<file path="src/dfpm_pkg.sv">
package dfpm_pkg;
  localparam int AW = 8;
  localparam int DW = 32;
  localparam int N_CH = 2;
  localparam int N_MDM = 5;
  localparam int N_PIN = 2;
  localparam int N_SYNC = N_CH * N_MDM + N_PIN;
  localparam int RI_IDX = 3;
  localparam int SIN_IDX = 4;
  localparam int MASK_STRIDE = 8;
  localparam logic [AW-1:0] A_FILT = 8'h00;
  localparam logic [AW-1:0] A_PINCFG = 8'h04;
  localparam logic [AW-1:0] A_GSTAT = 8'h08;
  localparam logic [AW-1:0] A_PM0 = 8'h0C;
  localparam logic [AW-1:0] A_PM1 = 8'h10;
  localparam logic [AW-1:0] A_WMASK = 8'h14;
  localparam int FILT_LSB = 5;
  localparam int FILT_W = 3;
  localparam int PCFG_INT_LSB = 0;
  localparam int PCFG_PD_LSB = 2;
  localparam int PCFG_WK_LSB = 4;
  localparam int PCFG_W = 6;
  localparam int GST_PD_LSB = 22;
  localparam int GST_EN_LSB = 24;
  localparam int GST_SEL_LSB = 26;
  localparam int PM_EN_BIT = 8;
  localparam int PM_ST_BIT = 15;
  localparam logic [1:0] PS_D0 = 2'h0;
  localparam logic [1:0] PS_D1 = 2'h1;
  localparam logic [1:0] PS_D2 = 2'h2;
  localparam logic [1:0] PS_D3 = 2'h3;
  localparam logic [FILT_W-1:0] FILT_RST = 3'h0;
  localparam logic [PCFG_W-1:0] PCFG_RST = 6'h00;
  localparam logic [1:0] EN_RST = 2'h0;
  localparam logic [1:0] SEL_RST = 2'h3;
  localparam logic [N_CH*N_MDM-1:0] MASK_RST = 10'h000;
  localparam int CLK_MHZ = 250;
  localparam int FILT_UNIT_NS = 1000;
  localparam int FILT_UNIT_CYC = (FILT_UNIT_NS * CLK_MHZ + 999) / 1000;
  localparam int PRE_W = 8;
  localparam int TICK_W = 7;
  localparam logic [PRE_W-1:0] PRE_LAST = PRE_W'(FILT_UNIT_CYC - 1);
  typedef logic [1:0] dfpm_ps_t;
endpackage

</file>
<file path="src/dfpm_top.sv">
`timescale 1ns/1ps
`default_nettype none
// Contract
// - Each function holds own state: D0, D2, D3
// - Each function drives wake pin independently
// - Serial powerdown needs idle, no pending interrupts
// - Function 0 pin: non-interrupt level means powerdown
// - Function 0 request after filter; drop restarts
// - Function 0 request sets bit 22, interrupts
// - Only host writes change power states
// - Function 0 low: clock off, irq, BAR blocked
// - Function 1 low: port low power, irq, BAR
// - Wake only when enable bit 8 set
// - Wake bypasses filter, works when disabled
// - D3: ring trailing edge wakes channel
// - D2: unmasked modem or data change wakes
// - Wake masks clear after reset
// - Data wake in D2 restarts channel clock
// - Function 0 pin wake level, any low state
// - Wake sets status bit 15, write-one clears
// - Wake pin driven while status and enable
// - Only pins make function 1 requests
// - Function 1 pin level requests at once
// - Function 1 request sets bit 23, interrupts
// - Bits 22, 23 sticky, clear on read
// - Enables bits 24, 25 gate interrupts
// - Bits 26, 27 route pins, reset one
module dfpm_top (
  input wire logic clk,
  input wire logic rst_b,
  input wire logic [dfpm_pkg::AW-1:0] reg_addr,
  input wire logic [dfpm_pkg::DW-1:0] reg_wdata,
  input wire logic reg_wr,
  input wire logic reg_rd,
  output logic [dfpm_pkg::DW-1:0] reg_rdata,
  input wire logic [dfpm_pkg::N_CH-1:0] ch_irq_pend,
  input wire logic [dfpm_pkg::N_CH-1:0] ch_tx_idle,
  input wire logic [dfpm_pkg::N_CH-1:0] ch_rx_idle,
  input wire logic [dfpm_pkg::N_CH*dfpm_pkg::N_MDM-1:0] modem_in,
  input wire logic [dfpm_pkg::N_PIN-1:0] multipurpose_pin,
  output logic pme_o,
  output logic pme_oe_b,
  output logic f0_int_req,
  output logic f1_int_req,
  output logic f0_irq_allow,
  output logic f1_irq_allow,
  output logic f0_bar_en,
  output logic f1_bar_en,
  output logic [dfpm_pkg::N_CH-1:0] uart_clk_en,
  output logic pport_low_power
);
  import dfpm_pkg::*;

  function automatic logic hit(input logic [AW-1:0] a, input logic [AW-1:0] off);
    hit = (a == off);
  endfunction

  function automatic logic is_low(input dfpm_ps_t ps);
    is_low = (ps != PS_D0);
  endfunction

  function automatic dfpm_ps_t next_ps(input dfpm_ps_t cur, input dfpm_ps_t req);
    next_ps = (req == PS_D1) ? cur : req;
  endfunction

  // Register state
  logic [FILT_W-1:0] filt_q;
  logic [PCFG_W-1:0] pcfg_q;
  logic [1:0] pd_en_q;
  logic [1:0] pin_sel_q;
  logic [1:0] pd_st_q;
  logic [1:0] pd_st_d;
  logic [N_CH*N_MDM-1:0] wmask_q;
  dfpm_ps_t ps0_q;
  dfpm_ps_t ps1_q;
  logic [1:0] pme_en_q;
  logic [1:0] pme_st_q;
  logic [1:0] pme_st_d;
  logic [DW-1:0] rdata_q;
  logic [DW-1:0] rdata_d;

  // Address decode
  wire wr_filt = reg_wr & hit(reg_addr, A_FILT);
  wire wr_pcfg = reg_wr & hit(reg_addr, A_PINCFG);
  wire wr_gst = reg_wr & hit(reg_addr, A_GSTAT);
  wire wr_pm0 = reg_wr & hit(reg_addr, A_PM0);
  wire wr_pm1 = reg_wr & hit(reg_addr, A_PM1);
  wire wr_msk = reg_wr & hit(reg_addr, A_WMASK);
  wire rd_gst = reg_rd & hit(reg_addr, A_GSTAT);
  wire w1c_st = reg_wdata[PM_ST_BIT];

  // Synchronisers: three stages, a change is taken once stages two and three agree
  logic [N_SYNC-1:0] s1_q;
  logic [N_SYNC-1:0] s2_q;
  logic [N_SYNC-1:0] s3_q;
  logic [N_SYNC-1:0] st_q;
  logic [N_SYNC-1:0] prev_q;
  wire [N_SYNC-1:0] raw_in = {multipurpose_pin, modem_in};

  genvar gi;
  generate
    for (gi = 0; gi < N_SYNC; gi++) begin : g_sync
      always_ff @(posedge clk or negedge rst_b) begin
        if (!rst_b) begin
          s1_q[gi] <= 1'b0;
          s2_q[gi] <= 1'b0;
          s3_q[gi] <= 1'b0;
          st_q[gi] <= 1'b0;
          prev_q[gi] <= 1'b0;
        end else begin
          s1_q[gi] <= raw_in[gi];
          s2_q[gi] <= s1_q[gi];
          s3_q[gi] <= s2_q[gi];
          st_q[gi] <= (s2_q[gi] == s3_q[gi]) ? s3_q[gi] : st_q[gi];
          prev_q[gi] <= st_q[gi];
        end
      end
    end
  endgenerate

  wire [N_PIN-1:0] pin_lv = st_q[N_SYNC-1 -: N_PIN];
  wire [N_CH*N_MDM-1:0] mdm_lv = st_q[N_CH*N_MDM-1:0];
  wire [N_CH*N_MDM-1:0] mdm_prev = prev_q[N_CH*N_MDM-1:0];
  wire [N_CH*N_MDM-1:0] mdm_chg = mdm_lv ^ mdm_prev;
  wire [N_PIN-1:0] int_lvl = pcfg_q[PCFG_INT_LSB +: N_PIN];
  wire [N_PIN-1:0] pd_lvl = pcfg_q[PCFG_PD_LSB +: N_PIN];
  wire [N_PIN-1:0] wk_lvl = pcfg_q[PCFG_WK_LSB +: N_PIN];
  wire low0 = is_low(ps0_q);
  wire low1 = is_low(ps1_q);

  // Function 0 powerdown sources
  wire [N_CH-1:0] uart_pd = ~ch_irq_pend & ch_tx_idle & ch_rx_idle;
  wire [N_PIN-1:0] pin_pd0 = pin_lv ^ int_lvl;
  wire all_pd0 = (&uart_pd) & (&(pin_pd0 | pin_sel_q));

  // Filter: code n waits 2^(n-1) units of one microsecond, code zero disables it
  logic [PRE_W-1:0] pre_q;
  logic [TICK_W-1:0] tick_q;
  logic fired_q;
  wire [FILT_W-1:0] filt_code = filt_q;
  wire filt_clr = ~all_pd0 | (filt_code == 3'h0);
  wire [TICK_W-1:0] tick_tgt = TICK_W'(1) << (filt_code - 3'h1);
  wire pre_wrap = (pre_q == PRE_LAST);
  wire at_tgt = (tick_q == tick_tgt);
  wire pd0_req = ~filt_clr & ~fired_q & at_tgt;
  wire [PRE_W-1:0] pre_d = (filt_clr | pre_wrap) ? '0 : pre_q + PRE_W'(1);
  wire [TICK_W-1:0] tick_d = filt_clr ? '0 :
                             (pre_wrap & ~at_tgt) ? tick_q + TICK_W'(1) : tick_q;

  always_ff @(posedge clk or negedge rst_b) begin
    if (!rst_b) begin
      pre_q <= '0;
      tick_q <= '0;
      fired_q <= 1'b0;
    end else begin
      pre_q <= pre_d;
      tick_q <= tick_d;
      fired_q <= ~filt_clr & (fired_q | pd0_req);
    end
  end

  // Function 1: pins only, no filter, edge of the indication makes one request
  logic pd1_prev_q;
  wire pd1_ind = |(pin_sel_q & ~(pin_lv ^ pd_lvl));
  wire pd1_req = pd1_ind & ~pd1_prev_q;
  wire [1:0] pd_set = {pd1_req, pd0_req};

  // A request in the read cycle survives the clear
  assign pd_st_d = pd_set | (pd_st_q & ~{2{rd_gst}});

  // Wake detection
  logic [N_CH-1:0] uart_wk;
  logic [N_CH-1:0] sin_wk;
  generate
    for (gi = 0; gi < N_CH; gi++) begin : g_wake
      wire [N_MDM-1:0] chg = mdm_chg[gi*N_MDM +: N_MDM];
      wire [N_MDM-1:0] msk = wmask_q[gi*N_MDM +: N_MDM];
      wire ri_fall = mdm_prev[gi*N_MDM+RI_IDX] & ~mdm_lv[gi*N_MDM+RI_IDX];
      wire wk_d3 = (ps0_q == PS_D3) & ri_fall;
      wire wk_d2 = (ps0_q == PS_D2) & (|(chg & ~msk));
      assign uart_wk[gi] = wk_d3 | wk_d2;
      assign sin_wk[gi] = (ps0_q == PS_D2) & chg[SIN_IDX] & ~msk[SIN_IDX];
    end
  endgenerate

  wire [N_PIN-1:0] pin_wk = ~(pin_lv ^ wk_lvl);
  wire wake0 = (|uart_wk) | (|(pin_wk & ~pin_sel_q));
  wire wake1 = |(pin_wk & pin_sel_q);
  wire [1:0] wake = {wake1, wake0};
  wire [1:0] pm_wr = {wr_pm1, wr_pm0};
  wire [1:0] st_clr = pm_wr & {2{w1c_st}};

  // Set wins over a write-one clear in the same cycle
  assign pme_st_d = (wake & pme_en_q) | (pme_st_q & ~st_clr);
  wire pme_drive = |(pme_st_q & pme_en_q);

  logic [N_CH-1:0] sin_run_q;

  // Register writes
  always_ff @(posedge clk or negedge rst_b) begin
    if (!rst_b) begin
      filt_q <= FILT_RST;
      pcfg_q <= PCFG_RST;
      pd_en_q <= EN_RST;
      pin_sel_q <= SEL_RST;
      wmask_q <= MASK_RST;
    end else begin
      if (wr_filt) begin
        filt_q <= reg_wdata[FILT_LSB +: FILT_W];
      end
      if (wr_pcfg) begin
        pcfg_q <= reg_wdata[PCFG_W-1:0];
      end
      if (wr_gst) begin
        pd_en_q <= reg_wdata[GST_EN_LSB +: 2];
        pin_sel_q <= reg_wdata[GST_SEL_LSB +: 2];
      end
      if (wr_msk) begin
        wmask_q <= {reg_wdata[MASK_STRIDE +: N_MDM], reg_wdata[N_MDM-1:0]};
      end
    end
  end

  // Power state changes only by a host write
  always_ff @(posedge clk or negedge rst_b) begin
    if (!rst_b) begin
      ps0_q <= PS_D0;
      ps1_q <= PS_D0;
      pme_en_q <= 2'h0;
    end else begin
      if (wr_pm0) begin
        ps0_q <= next_ps(ps0_q, reg_wdata[1:0]);
        pme_en_q[0] <= reg_wdata[PM_EN_BIT];
      end
      if (wr_pm1) begin
        ps1_q <= next_ps(ps1_q, reg_wdata[1:0]);
        pme_en_q[1] <= reg_wdata[PM_EN_BIT];
      end
    end
  end

  // Sticky flags and edge history
  always_ff @(posedge clk or negedge rst_b) begin
    if (!rst_b) begin
      pd_st_q <= 2'h0;
      pme_st_q <= 2'h0;
      // Synchroniser starts at 0, so a pin idling high would look like a fresh request
      pd1_prev_q <= 1'b1;
      sin_run_q <= '0;
    end else begin
      pd_st_q <= pd_st_d;
      pme_st_q <= pme_st_d;
      pd1_prev_q <= pd1_ind;
      sin_run_q <= low0 ? (sin_run_q | sin_wk) : '0;
    end
  end

  // Read mux
  wire [DW-1:0] rdw_filt = {24'h00_0000, filt_q, 5'h00};
  wire [DW-1:0] rdw_pcfg = {26'h000_0000, pcfg_q};
  wire [DW-1:0] rdw_gst = {4'h0, pin_sel_q, pd_en_q, pd_st_q, 22'h00_0000};
  wire [DW-1:0] rd_pm0 = {16'h0000, pme_st_q[0], 6'h00, pme_en_q[0], 6'h00, ps0_q};
  wire [DW-1:0] rd_pm1 = {16'h0000, pme_st_q[1], 6'h00, pme_en_q[1], 6'h00, ps1_q};
  wire [DW-1:0] rd_msk = {19'h0_0000, wmask_q[2*N_MDM-1:N_MDM], 3'h0, wmask_q[N_MDM-1:0]};

  always_comb begin
    rdata_d = '0;
    if (reg_rd) begin
      unique case (1'b1)
        hit(reg_addr, A_FILT): rdata_d = rdw_filt;
        hit(reg_addr, A_PINCFG): rdata_d = rdw_pcfg;
        hit(reg_addr, A_GSTAT): rdata_d = rdw_gst;
        hit(reg_addr, A_PM0): rdata_d = rd_pm0;
        hit(reg_addr, A_PM1): rdata_d = rd_pm1;
        hit(reg_addr, A_WMASK): rdata_d = rd_msk;
        default: rdata_d = '0;
      endcase
    end
  end

  // Outputs, all registered
  always_ff @(posedge clk or negedge rst_b) begin
    if (!rst_b) begin
      reg_rdata <= '0;
      pme_o <= 1'b0;
      pme_oe_b <= 1'b1;
      f0_int_req <= 1'b0;
      f1_int_req <= 1'b0;
      f0_irq_allow <= 1'b1;
      f1_irq_allow <= 1'b1;
      f0_bar_en <= 1'b1;
      f1_bar_en <= 1'b1;
      uart_clk_en <= '1;
      pport_low_power <= 1'b0;
    end else begin
      reg_rdata <= rdata_d;
      pme_o <= 1'b0;
      pme_oe_b <= ~pme_drive;
      f0_int_req <= pd_st_q[0] & pd_en_q[0] & ~low0;
      f1_int_req <= pd_st_q[1] & pd_en_q[1] & ~low1;
      f0_irq_allow <= ~low0;
      f1_irq_allow <= ~low1;
      f0_bar_en <= ~low0;
      f1_bar_en <= ~low1;
      uart_clk_en <= {N_CH{~low0}} | sin_run_q;
      pport_low_power <= low1;
    end
  end

  // Checking helper: cycles that every function 0 source has held powerdown
  logic [15:0] pd_run_q;
  always_ff @(posedge clk or negedge rst_b) begin
    if (!rst_b) begin
      pd_run_q <= '0;
    end else begin
      pd_run_q <= !all_pd0 ? '0 : (pd_run_q == 16'hFFFF) ? pd_run_q : pd_run_q + 16'h0001;
    end
  end
endmodule
`default_nettype wire

</file>
<file path="config.mk">
export PLATFORM = sky130hd
export DESIGN_NAME = dfpm_top
export DESIGN_NICKNAME = d
export VERILOG_FILES = /design/src/dfpm_pkg.sv /design/src/dfpm_top.sv
export SDC_FILE = /design/constraint.sdc
export NUM_CORES = 1
export LEC_CHECK = 0
export ABC_AREA = 1
export BUFFER_PORTS_ARGS = -buffer_cell sky130_fd_sc_hd__buf_2
export CAP_MARGIN = 25
export CORE_MARGIN = 4
export CORE_UTILIZATION = 45
export CTS_CLUSTER_SIZE = 25
export DETAILED_ROUTE_END_ITERATION = 7
export GPL_ROUTABILITY_DRIVEN = 0
export PLACE_DENSITY = 0.67
export SETUP_SLACK_MARGIN = 0.5
export SLEW_MARGIN = 0
export SYNTH_ARGS = -nofsm -noshare
export SYNTH_HDL_FRONTEND = slang
export SYNTH_SLANG_ARGS = --single-unit
</file>
<file path="constraint.sdc">
create_clock -name clk -period 2.75 [get_ports clk]
set_input_delay 0.55 -clock clk [delete_from_list [all_inputs] [get_ports clk]]
set_output_delay 0.55 -clock clk [all_outputs]
set_load 0.03 [all_outputs]
</file>
# Word level (Yosys, flattened, before mapping)
# Index checks and enable logic that the tools add are counted.
totals:
  regBits: 150
  in_bits: 62
  word_cells: 205
classes:
  n_addsub: 3
  n_eq_ne: 22
  n_shift: 1
  muxes: 6
  n_bitwise: 75
  n_reduce_logical: 16
op_table:
  columns: ["operator", "count"]
  rows:
  - ["case mux 28 bit (6 select lines)", 1]
  - ["2-to-1 mux 32 bit", 1]
  - ["bitwise AND 1 bit", 27]
  - ["bitwise AND 2 bit", 10]
  - ["== test 8 x 4 -> 1 bit (second input constant)", 2]
  - ["== test 8 x 5 -> 1 bit (second input constant)", 2]
  - ["2-to-1 mux 7 bit", 2]
  - ["inverter 1 bit", 13]
  - ["== test 1 bit", 12]
  - ["inverter 2 bit", 6]
  - ["bitwise AND 5 bit", 2]
  - ["inverter 5 bit", 2]
  - ["bitwise OR 2 bit", 5]
  - ["OR reduction 2 bit", 5]
  - ["OR reduction 5 bit", 2]
  - ["XOR 10 bit", 1]
  - ["adder 8 x 1 -> 8 bit (second input constant)", 1]
  - ["== test 8 x 3 -> 1 bit (second input constant)", 1]
  - ["== test 8 bit (second input constant)", 1]
  - ["zero test 8 bit", 1]
  - ["2-to-1 mux 8 bit", 1]
  - ["AND reduction 2 bit", 4]
  - ["adder 7 x 1 -> 7 bit (second input constant)", 1]
  - ["== test 7 bit", 1]
  - ["9 further kinds", 19]

# Logic depth before layout (Yosys ltp)
# Gate-level depths: netlist (run 1).
depth:
  word_depth: 12
  ltp_mapped: 11

# Worst setup path before layout (run 1)
# Ideal clock, no wire load.
synth_timing:
  path_type: "in2reg"
  start: "in reg_addr[5] in the netlist's numbering"
  end: "reg pd_en_q[0]"
  arrival_time_ps: 1483
  required_time_ps: 2628
  slack_ps: 1144
  path_stages: 8
  cell_sequence: "nor2_1 nand2_2 nor2_4 nand4_4 or2_0 buf_2 nor2_1 a21oi_1"
synth_between:
  elab_chain_cells: 2
synth_lines:
  columns: ["item", "line_no", "text"]
  rows:
  - ["start, declared", "dfpm_top.sv:31", "input wire logic [dfpm_pkg::AW-1:0] reg_addr,"]
  - ["== test 8 x 4 -> 1 bit", "dfpm_top.sv:55", "hit = (a == off);"]
  - ["bitwise AND 1 bit", "dfpm_top.sv:85", "wire wr_gst = reg_wr & hit(reg_addr, A_GSTAT);"]
  - ["end signal, assigned", "dfpm_top.sv:215", "pd_en_q <= reg_wdata[GST_EN_LSB +: 2];"]
  - ["end, declared", "dfpm_top.sv:69", "logic [1:0] pd_en_q;"]
# No other way between the ends.
# A chain may end at the register's enable or synchronous reset.

# Worst setup path in the final report (run 1)
layout_timing:
  start: "reg st_q[10], in the netlist pin_lv[0]"
  end: "reg tick_q[4]"
layout_between:
  elab_chain_cells: 7
layout_lines:
  columns: ["item", "line_no", "text"]
  rows:
  - ["start, declared", "dfpm_top.sv:96", "logic [N_SYNC-1:0] st_q;"]
  - ["start signal, assigned by index", "dfpm_top.sv:114", "st_q[gi] <= (s2_q[gi] == s3_q[gi]) ? s3_q[gi] : st_q[gi];"]
  - ["XOR 2 bit *", "dfpm_top.sv:133", "wire [N_PIN-1:0] pin_pd0 = pin_lv ^ int_lvl;"]
  - ["bitwise OR 2 bit *", "dfpm_top.sv:134", "wire all_pd0 = (&uart_pd) & (&(pin_pd0 | pin_sel_q));"]
  - ["AND reduction 2 bit *", "dfpm_top.sv:134", null]
  - ["bitwise AND 1 bit *", "dfpm_top.sv:134", null]
  - ["inverter 1 bit *", "dfpm_top.sv:141", "wire filt_clr = ~all_pd0 | (filt_code == 3'h0);"]
  - ["bitwise OR 1 bit *", "dfpm_top.sv:141", null]
  - ["2-to-1 mux 7 bit or nonzero test 2 bit (tied branches)", null, null]
  - ["end signal, assigned", "dfpm_top.sv:157", "tick_q <= tick_d;"]
  - ["end, declared", "dfpm_top.sv:138", "logic [TICK_W-1:0] tick_q;"]
# Every way passes the cells marked *; elsewhere a longest branch is shown, timed or not.

==> summary.txt, run 1 <==
CTS
  • Clk_lat worst skew: 410 ps
  • CTS Buf Count: 17
  • Post_cts resized: 0
  • Depth of the CTS H-tree: 4
  • Hold Buf Count CTS: 0
  • Root buffer cell: clkbuf_16
  • # clock sinks: 138
  • CTS tree: done
  • Max clock buf depth: 2
  • Clock Pin Slew Worst Setup and Hold Paths: 60 ps
  • Post-CTS Setup Inserts: 0

STA
  • Upper clock frequency limit: 522.1 MHz
  • Final setup violation count: 0
  • Final period util: 69.65%
  • Unrepaired setup endpoints after global routing: false
  • Slew Limit Fails: 0
  • Worst-margin pin slew: 750.9 ps
  • Min Tclk post-route: 1915 ps
  • Hold Fails Final Rpt: 0
  • Hold Slack: 131.6 ps
  • Setup TNS: 0 ps
  • Rel. slew slack: 49.89%
  • Clock Skews: 8.748 ps

Synth
  • Synthesized area per cell: 9.936 sq um
  • Synth Warn #: 0
  • Ys flop type: dfrtp_1
  • Seq cells post-synth: 138
  • Async SR Flop Fraction: 100.0%
  • Top cell type's share of synthesized area: 58.26%
  • Leading area contributor after synthesis: dfrtp_1
  • Area contributors post-synth: dfrtp_1, nand2_1, inv_1
  • EDFF count, synth: 0
  • Post-synth cell types: 38
  • Mapped Cells: 562
  • Post-synthesis sequential area ratio: 62.02%
  • Post-Synthesis Cell Area: 5584 sq um

Final layout
  • Fill count: 1076
  • Final Core Density: 55.11%
  • Final net count: 716
  • Share of cells above drive strength 1: 19.94%
  • Commonest non-fill, non-tap cells in the layout: dfrtp_1, nand2_1, buf_2
  • Area grow syn2layout: 19.05%
  • Commonest non-fill, non-tap cell in the layout: dfrtp_1
  • Register area: 3463 sq um
  • Area of the multi-input gates: 1748 sq um

Placement
  • Port Buffer Count: 77
  • HPWL Detailed: 7994 um

Setup path
  • Crit-path max FO: 13
  • Critical Setup Path Class: flip-flop to flip-flop
  • Crit start category: flip-flop
  • Slowest stage delay, CP: 450 ps
  • Worst setup EP type: flip-flop
  • Largest delay share family, worst path: simple AND/OR/NAND/NOR gates
  • Crit path DAT: 2210 ps
  • CP max-delay cell: dfrtp_1
  • Cell repeated most along the worst path: nand2_1
  • CP cell instances: inv_1, nand2_1, nand3_1, nand2_1, inv_1, nand2_1, inv_1, nand3_1, nand3_1, nand2_1
  • Worst EP required: 3040 ps
  • Buf/Inv on CP: 3

Power and ir drop
  • Max IR drop VDD: 0.0003571 V
  • Leakage: 3.318 nW
  • Power Dens Cells: 683.3 nW/um^2

Routing
  • Vias per cell: 4.794
  • Initial DRC count: 262
  • DRC: 0
  • Total Wirelength: 11040 um
  • Post-DR wirelength/cell: 13.28 um
  • First-pass iteration count of the detailed router: 5
  • ANT nets after route: 0
  • Via count: 3984

Global route
  • Overall Global Routing Usage: 16.69%
  • GRT overflow: 0
  • Initial antenna violation count: 0
  • Vias in the first global route: 4001
  • Wire length of the first global-routing pass: 18910 um
  • Largest net degree at the start of global routing: 71

Die
  • Io pins: 105
  • Initial core utilization: 46.30%
  • Die area: 14260 sq um
  • Die Ht: 119.4 um
  • Core Area: 12060 sq um
  • Die Wd: 119.4 um
  • # rows: 40

Job
  • Max capacitance violation total: 0

Status
  • Status: finished clean

Min path
  • Worst min path class: primary input to asynchronous set/reset pin
[routing by layer]
metal / vias to the layer above / GRT usage, % / wire length, um
li1: 1960 / - / -
met1: 1887 / 21.38 / 4850
met2: 125 / 26.28 / 5388
met3: 12 / 4.796 / 627
met4: 0 / 7.731 / 171
met5: - / 0 / 0
[state kept, by name, summed over array words and instances (netlist names), 7 cells and up]
signal / flops
reg_rdata: 20
s1_q: 12
s2_q: 12
s3_q: 12
mdm_lv: 10
mdm_prev: 10
wmask_q: 10
pre_q: 8
tick_q: 7
[report_power, final]
group / internal, W / switching, W
logic: 0.000100 / 0.000202
clock network: 0.00118 / 0.000859
registers: 0.00213 / 0.0000639
[metrics by stage]
stage / std cells / power (W) / instance area [sq um] / worst slack [ps]
6_report: 831 / 0.004542 / 6648 / 834.5
3_5_place_dp: 798 / 0.002540 / 6103 / 747.3
5_1_grt: 830 / 0.004738 / 6645 / 664.2
3_3_place_gp: 798 / 0.002524 / 6103 / 785.0
2_1_floorplan: 574 / 0.002412 / 5629 / 1144
4_1_cts: 830 / 0.004600 / 6645 / 895.4
[synthesized netlist by cell type (5+ instances only)]
cell     number
nor3_1       22
nor2_1       50
buf_4        18
dfstp_2       8
nand2_1     110
o21ai_0      29
nand3_1      35
maj3_1       12
nand4_1      10
a21oi_1      21
ha_1          5
xor2_1        9
dfrtp_1     130
inv_1        67
[cell type report]
| cell class | count | share of cell area, % |
|---|---|---|
| clock inverter | 12 | 1.430 |
| antenna | 1 | 0.03764 |
| sequential | 138 | 52.10 |
| inverter | 68 | 3.840 |
| clock buffer | 20 | 6.719 |
| timing repair buffer | 80 | 6.418 |
| tap | 168 | 3.162 |
| multi-input combinational | 344 | 26.29 |
[cell families after synthesis]
logic type,Yosys count,synth area share (%)
adders and majority gates,17,3.271
xor gates and xnor gates,10,1.569
DFF,138,62.02
AOI/OAI and AO/OA,60,5.826
buffers and inverters,92,7.484
and+or+nand+nor,244,19.76
other,1,0.06715
[worst paths after layout]
check / from / end / slack, ps / depth (start not counted)
min in group clk: multipurpose_pin[1] / s1_q[11] / 240 / 1
max in group asynchronous: rst_b / pin_sel_q[1] / 1910 / 2
max reg2reg: pin_lv[0] / tick_q[4] / 830 / 10
min reg2reg: s1_q[9] / s2_q[9] / 350 / 0
min: rst_b / s3_q[0] / 130 / 1
max: pin_lv[0] / tick_q[4] / 830 / 10
Note: power is estimated with default switching activity, not from simulation.
==> run 2, diff against run 1 <==
==> constraint.sdc (replaced) <==
create_clock -name clk -period 1.82 [get_ports clk]
set_input_delay 0.364 -clock clk [delete_from_list [all_inputs] [get_ports clk]]
set_output_delay 0.364 -clock clk [all_outputs]
set_load 0.03 [all_outputs]
==> summary.txt, run 2 (synthesis gave the netlist of run 1 again) <==
Status
  • Status: finished clean (unchanged)

Routing
  • Initial DRC count: 259 (was 262)
  • Routed met1 length: 5094 um (was 4850 um)
  • Met2 Wirelength: 5827 um (was 5388 um)
  • First-pass iteration count of the detailed router: 4 (was 5)
  • Total Wirelength: 11840 um (was 11040 um)
  • Vias per cell: 4.829 (was 4.794)
  • DRC: 0 (unchanged)
  • Post-DR wirelength/cell: 13.80 um (was 13.28 um)
  • Via count: 4143 (was 3984)
  • Routed wl met3: 690 um (was 627 um)
  • ANT nets after route: 0 (unchanged)
  • Max layer used: met5 (was met4)

Setup path
  • Crit path DAT: 1840 ps (was 2210 ps)
  • Worst setup EP type: flip-flop (unchanged)
  • CP max-delay cell: dfrtp_2 (was dfrtp_1)
  • Critical Setup Path Class: flip-flop to flip-flop (unchanged)
  • Largest delay share family, worst path: simple AND/OR/NAND/NOR gates (unchanged)
  • CP cell instances: nor2_2, nand3_1, nand2_1, nand2_1, nor2_2, nand2_2, nand2_4, nand3_1, nand2_1 (was inv_1, nand2_1, nand3_1, nand2_1, inv_1, nand2_1, inv_1, nand3_1, nand3_1, nand2_1)
  • Slowest stage delay, CP: 480 ps (was 450 ps)
  • Crit-path max FO: 7 (was 13)
  • Cell repeated most along the worst path: nand2_1 (unchanged)
  • Worst EP required: 2170 ps (was 3040 ps)
  • Buf/Inv on CP: 0 (was 3)
  • Crit start category: flip-flop (unchanged)

STA
  • Hold Fails Final Rpt: 0 (unchanged)
  • Worst-margin pin slew: 561.2 ps (was 750.9 ps)
  • Clock Skews: 5.530 ps (was 8.748 ps)
  • Final period util: 81.85% (was 69.65%)
  • Setup TNS: 0 ps (unchanged)
  • Upper clock frequency limit: 671.3 MHz (was 522.1 MHz)
  • Slew Limit Fails: 0 (unchanged)
  • Unrepaired setup endpoints after global routing: true (was false)
  • Min Tclk post-route: 1490 ps (was 1915 ps)
  • Rel. slew slack: 62.55% (was 49.89%)
  • Final setup violation count: 0 (unchanged)

Final layout
  • Share of cells above drive strength 1: 28.55% (was 19.94%)
  • Ant diodes: 0 (was 1)
  • Area grow syn2layout: 30.47% (was 19.05%)
  • Commonest non-fill, non-tap cells in the layout: dfrtp_1, nand2_1, inv_1 (was dfrtp_1, nand2_1, buf_2)
  • Reg with most FFs: reg_rdata (unchanged)
  • Commonest non-fill, non-tap cell in the layout: dfrtp_1 (unchanged)
  • Max reg flops: 20 (unchanged)
  • Fill count: 981 (was 1076)
  • Final Core Density: 60.40% (was 55.11%)
  • Final net count: 744 (was 716)

Power and ir drop
  • Leakage: 3.503 nW (was 3.318 nW)
  • Design Power: 0.007149 W (was 0.004542 W)
  • Power Dens Cells: 981.2 nW/um^2 (was 683.3 nW/um^2)
  • Max IR drop VDD: 0.0005079 V (was 0.0003571 V)

Global route
  • Vias in the first global route: 4172 (was 4001)
  • Largest net degree at the start of global routing: 37 (was 71)
  • GRT overflow: 0 (unchanged)
  • Overall Global Routing Usage: 17.43% (was 16.69%)
  • Wire length of the first global-routing pass: 19550 um (was 18910 um)
  • Initial antenna violation count: 1 (was 0)

CTS
  • CTS tree: done (unchanged)
  • CTS Buf Count: 17 (unchanged)
  • Max clock buf depth: 2 (unchanged)
  • Clock Pin Slew Worst Setup and Hold Paths: 60 ps (about the same)
  • Clk_lat worst skew: 410 ps (about the same)
  • Depth of the CTS H-tree: 4 (unchanged)
  • Root buffer cell: clkbuf_16 (unchanged)
  • # clock sinks: 138 (unchanged)

Die
  • Initial core utilization: 46.30% (unchanged)
  • Die area: 14260 sq um (unchanged)
  • Die Wd: 119.4 um (unchanged)
  • Die Ht: 119.4 um (unchanged)
  • # rows: 40 (unchanged)
  • Core Area: 12060 sq um (unchanged)
  • Io pins: 105 (unchanged)

Job
  • Max capacitance violation total: 0 (unchanged)

Placement
  • HPWL Detailed: 7940 um (was 7994 um)
  • Port Buffer Count: 77 (unchanged)

Min path
  • Worst min path class: primary input to flip-flop (was primary input to asynchronous set/reset pin)
run 2: final cells by class:
class	count	area, sq um	share of cell area, %
inverters	68	265.3	3.641
flip-flops and latches	138	3470	47.62
clock inverters	12	115.1	1.580
well taps	168	210.2	2.885
multi-input cells	346	1928	26.46
clock buffers	20	456.7	6.268
repair buffers	106	840.8	11.54
run 2: worst paths after layout:
check | startpoint | to | slack, ps | cells after the start
worst max-delay path | filt_code[1] | tick_q[3] | 330 | 9
worst min-delay path | modem_in[3] | s1_q[3] | 50 | 1
worst max register to register | filt_code[1] | tick_q[3] | 330 | 9
worst min register to register | s1_q[1] | s2_q[1] | 350 | 0
max in group asynchronous | rst_b | f0_irq_allow | 790 | 3
min in group asynchronous | rst_b | s3_q[7] | 410 | 2
run 2: repair_timing:
| item | 4_1_cts | 5_1_grt |
|---|---|---|
| endpoints found under the hold margin | 32 | 0 |
| pin swaps | 9 | 10 |
| gates cloned | 2 | 1 |
| buffers inserted | 12 | 5 |
| setup endpoints to repair | 43 | 50 |
| resized for setup | 87 | 36 |
| hold buffers | 1 | 0 |
run 2: per-layer routing:
metal / GRT usage [%] / vias to the layer above
met1: 22.36 / 1973
met4: 8.590 / 2
met2: 27.20 / 123
met5: 0 / -
met3: 4.986 / 20
li1: - / 2025
run 2: power by group:
part | internal, W | switching, W
registers | 0.00323 | 0.0000994
clock network | 0.00196 | 0.00130
logic | 0.000216 | 0.000348
total | 0.00540 | 0.00175
run 2: per-stage QoR:
stage                     setup WS, ps  hold WS [ps]  area (sq um)  std cells
after floorplan                  441.5         68.41          5670        574
after CTS                        347.4         32.16          7138        852
after detailed placement         175.0         280.0          6191        805
after global placement           222.9         277.3          6191        805
after global routing             222.6         36.75          7286        858
final                            330.3         53.11          7286        858
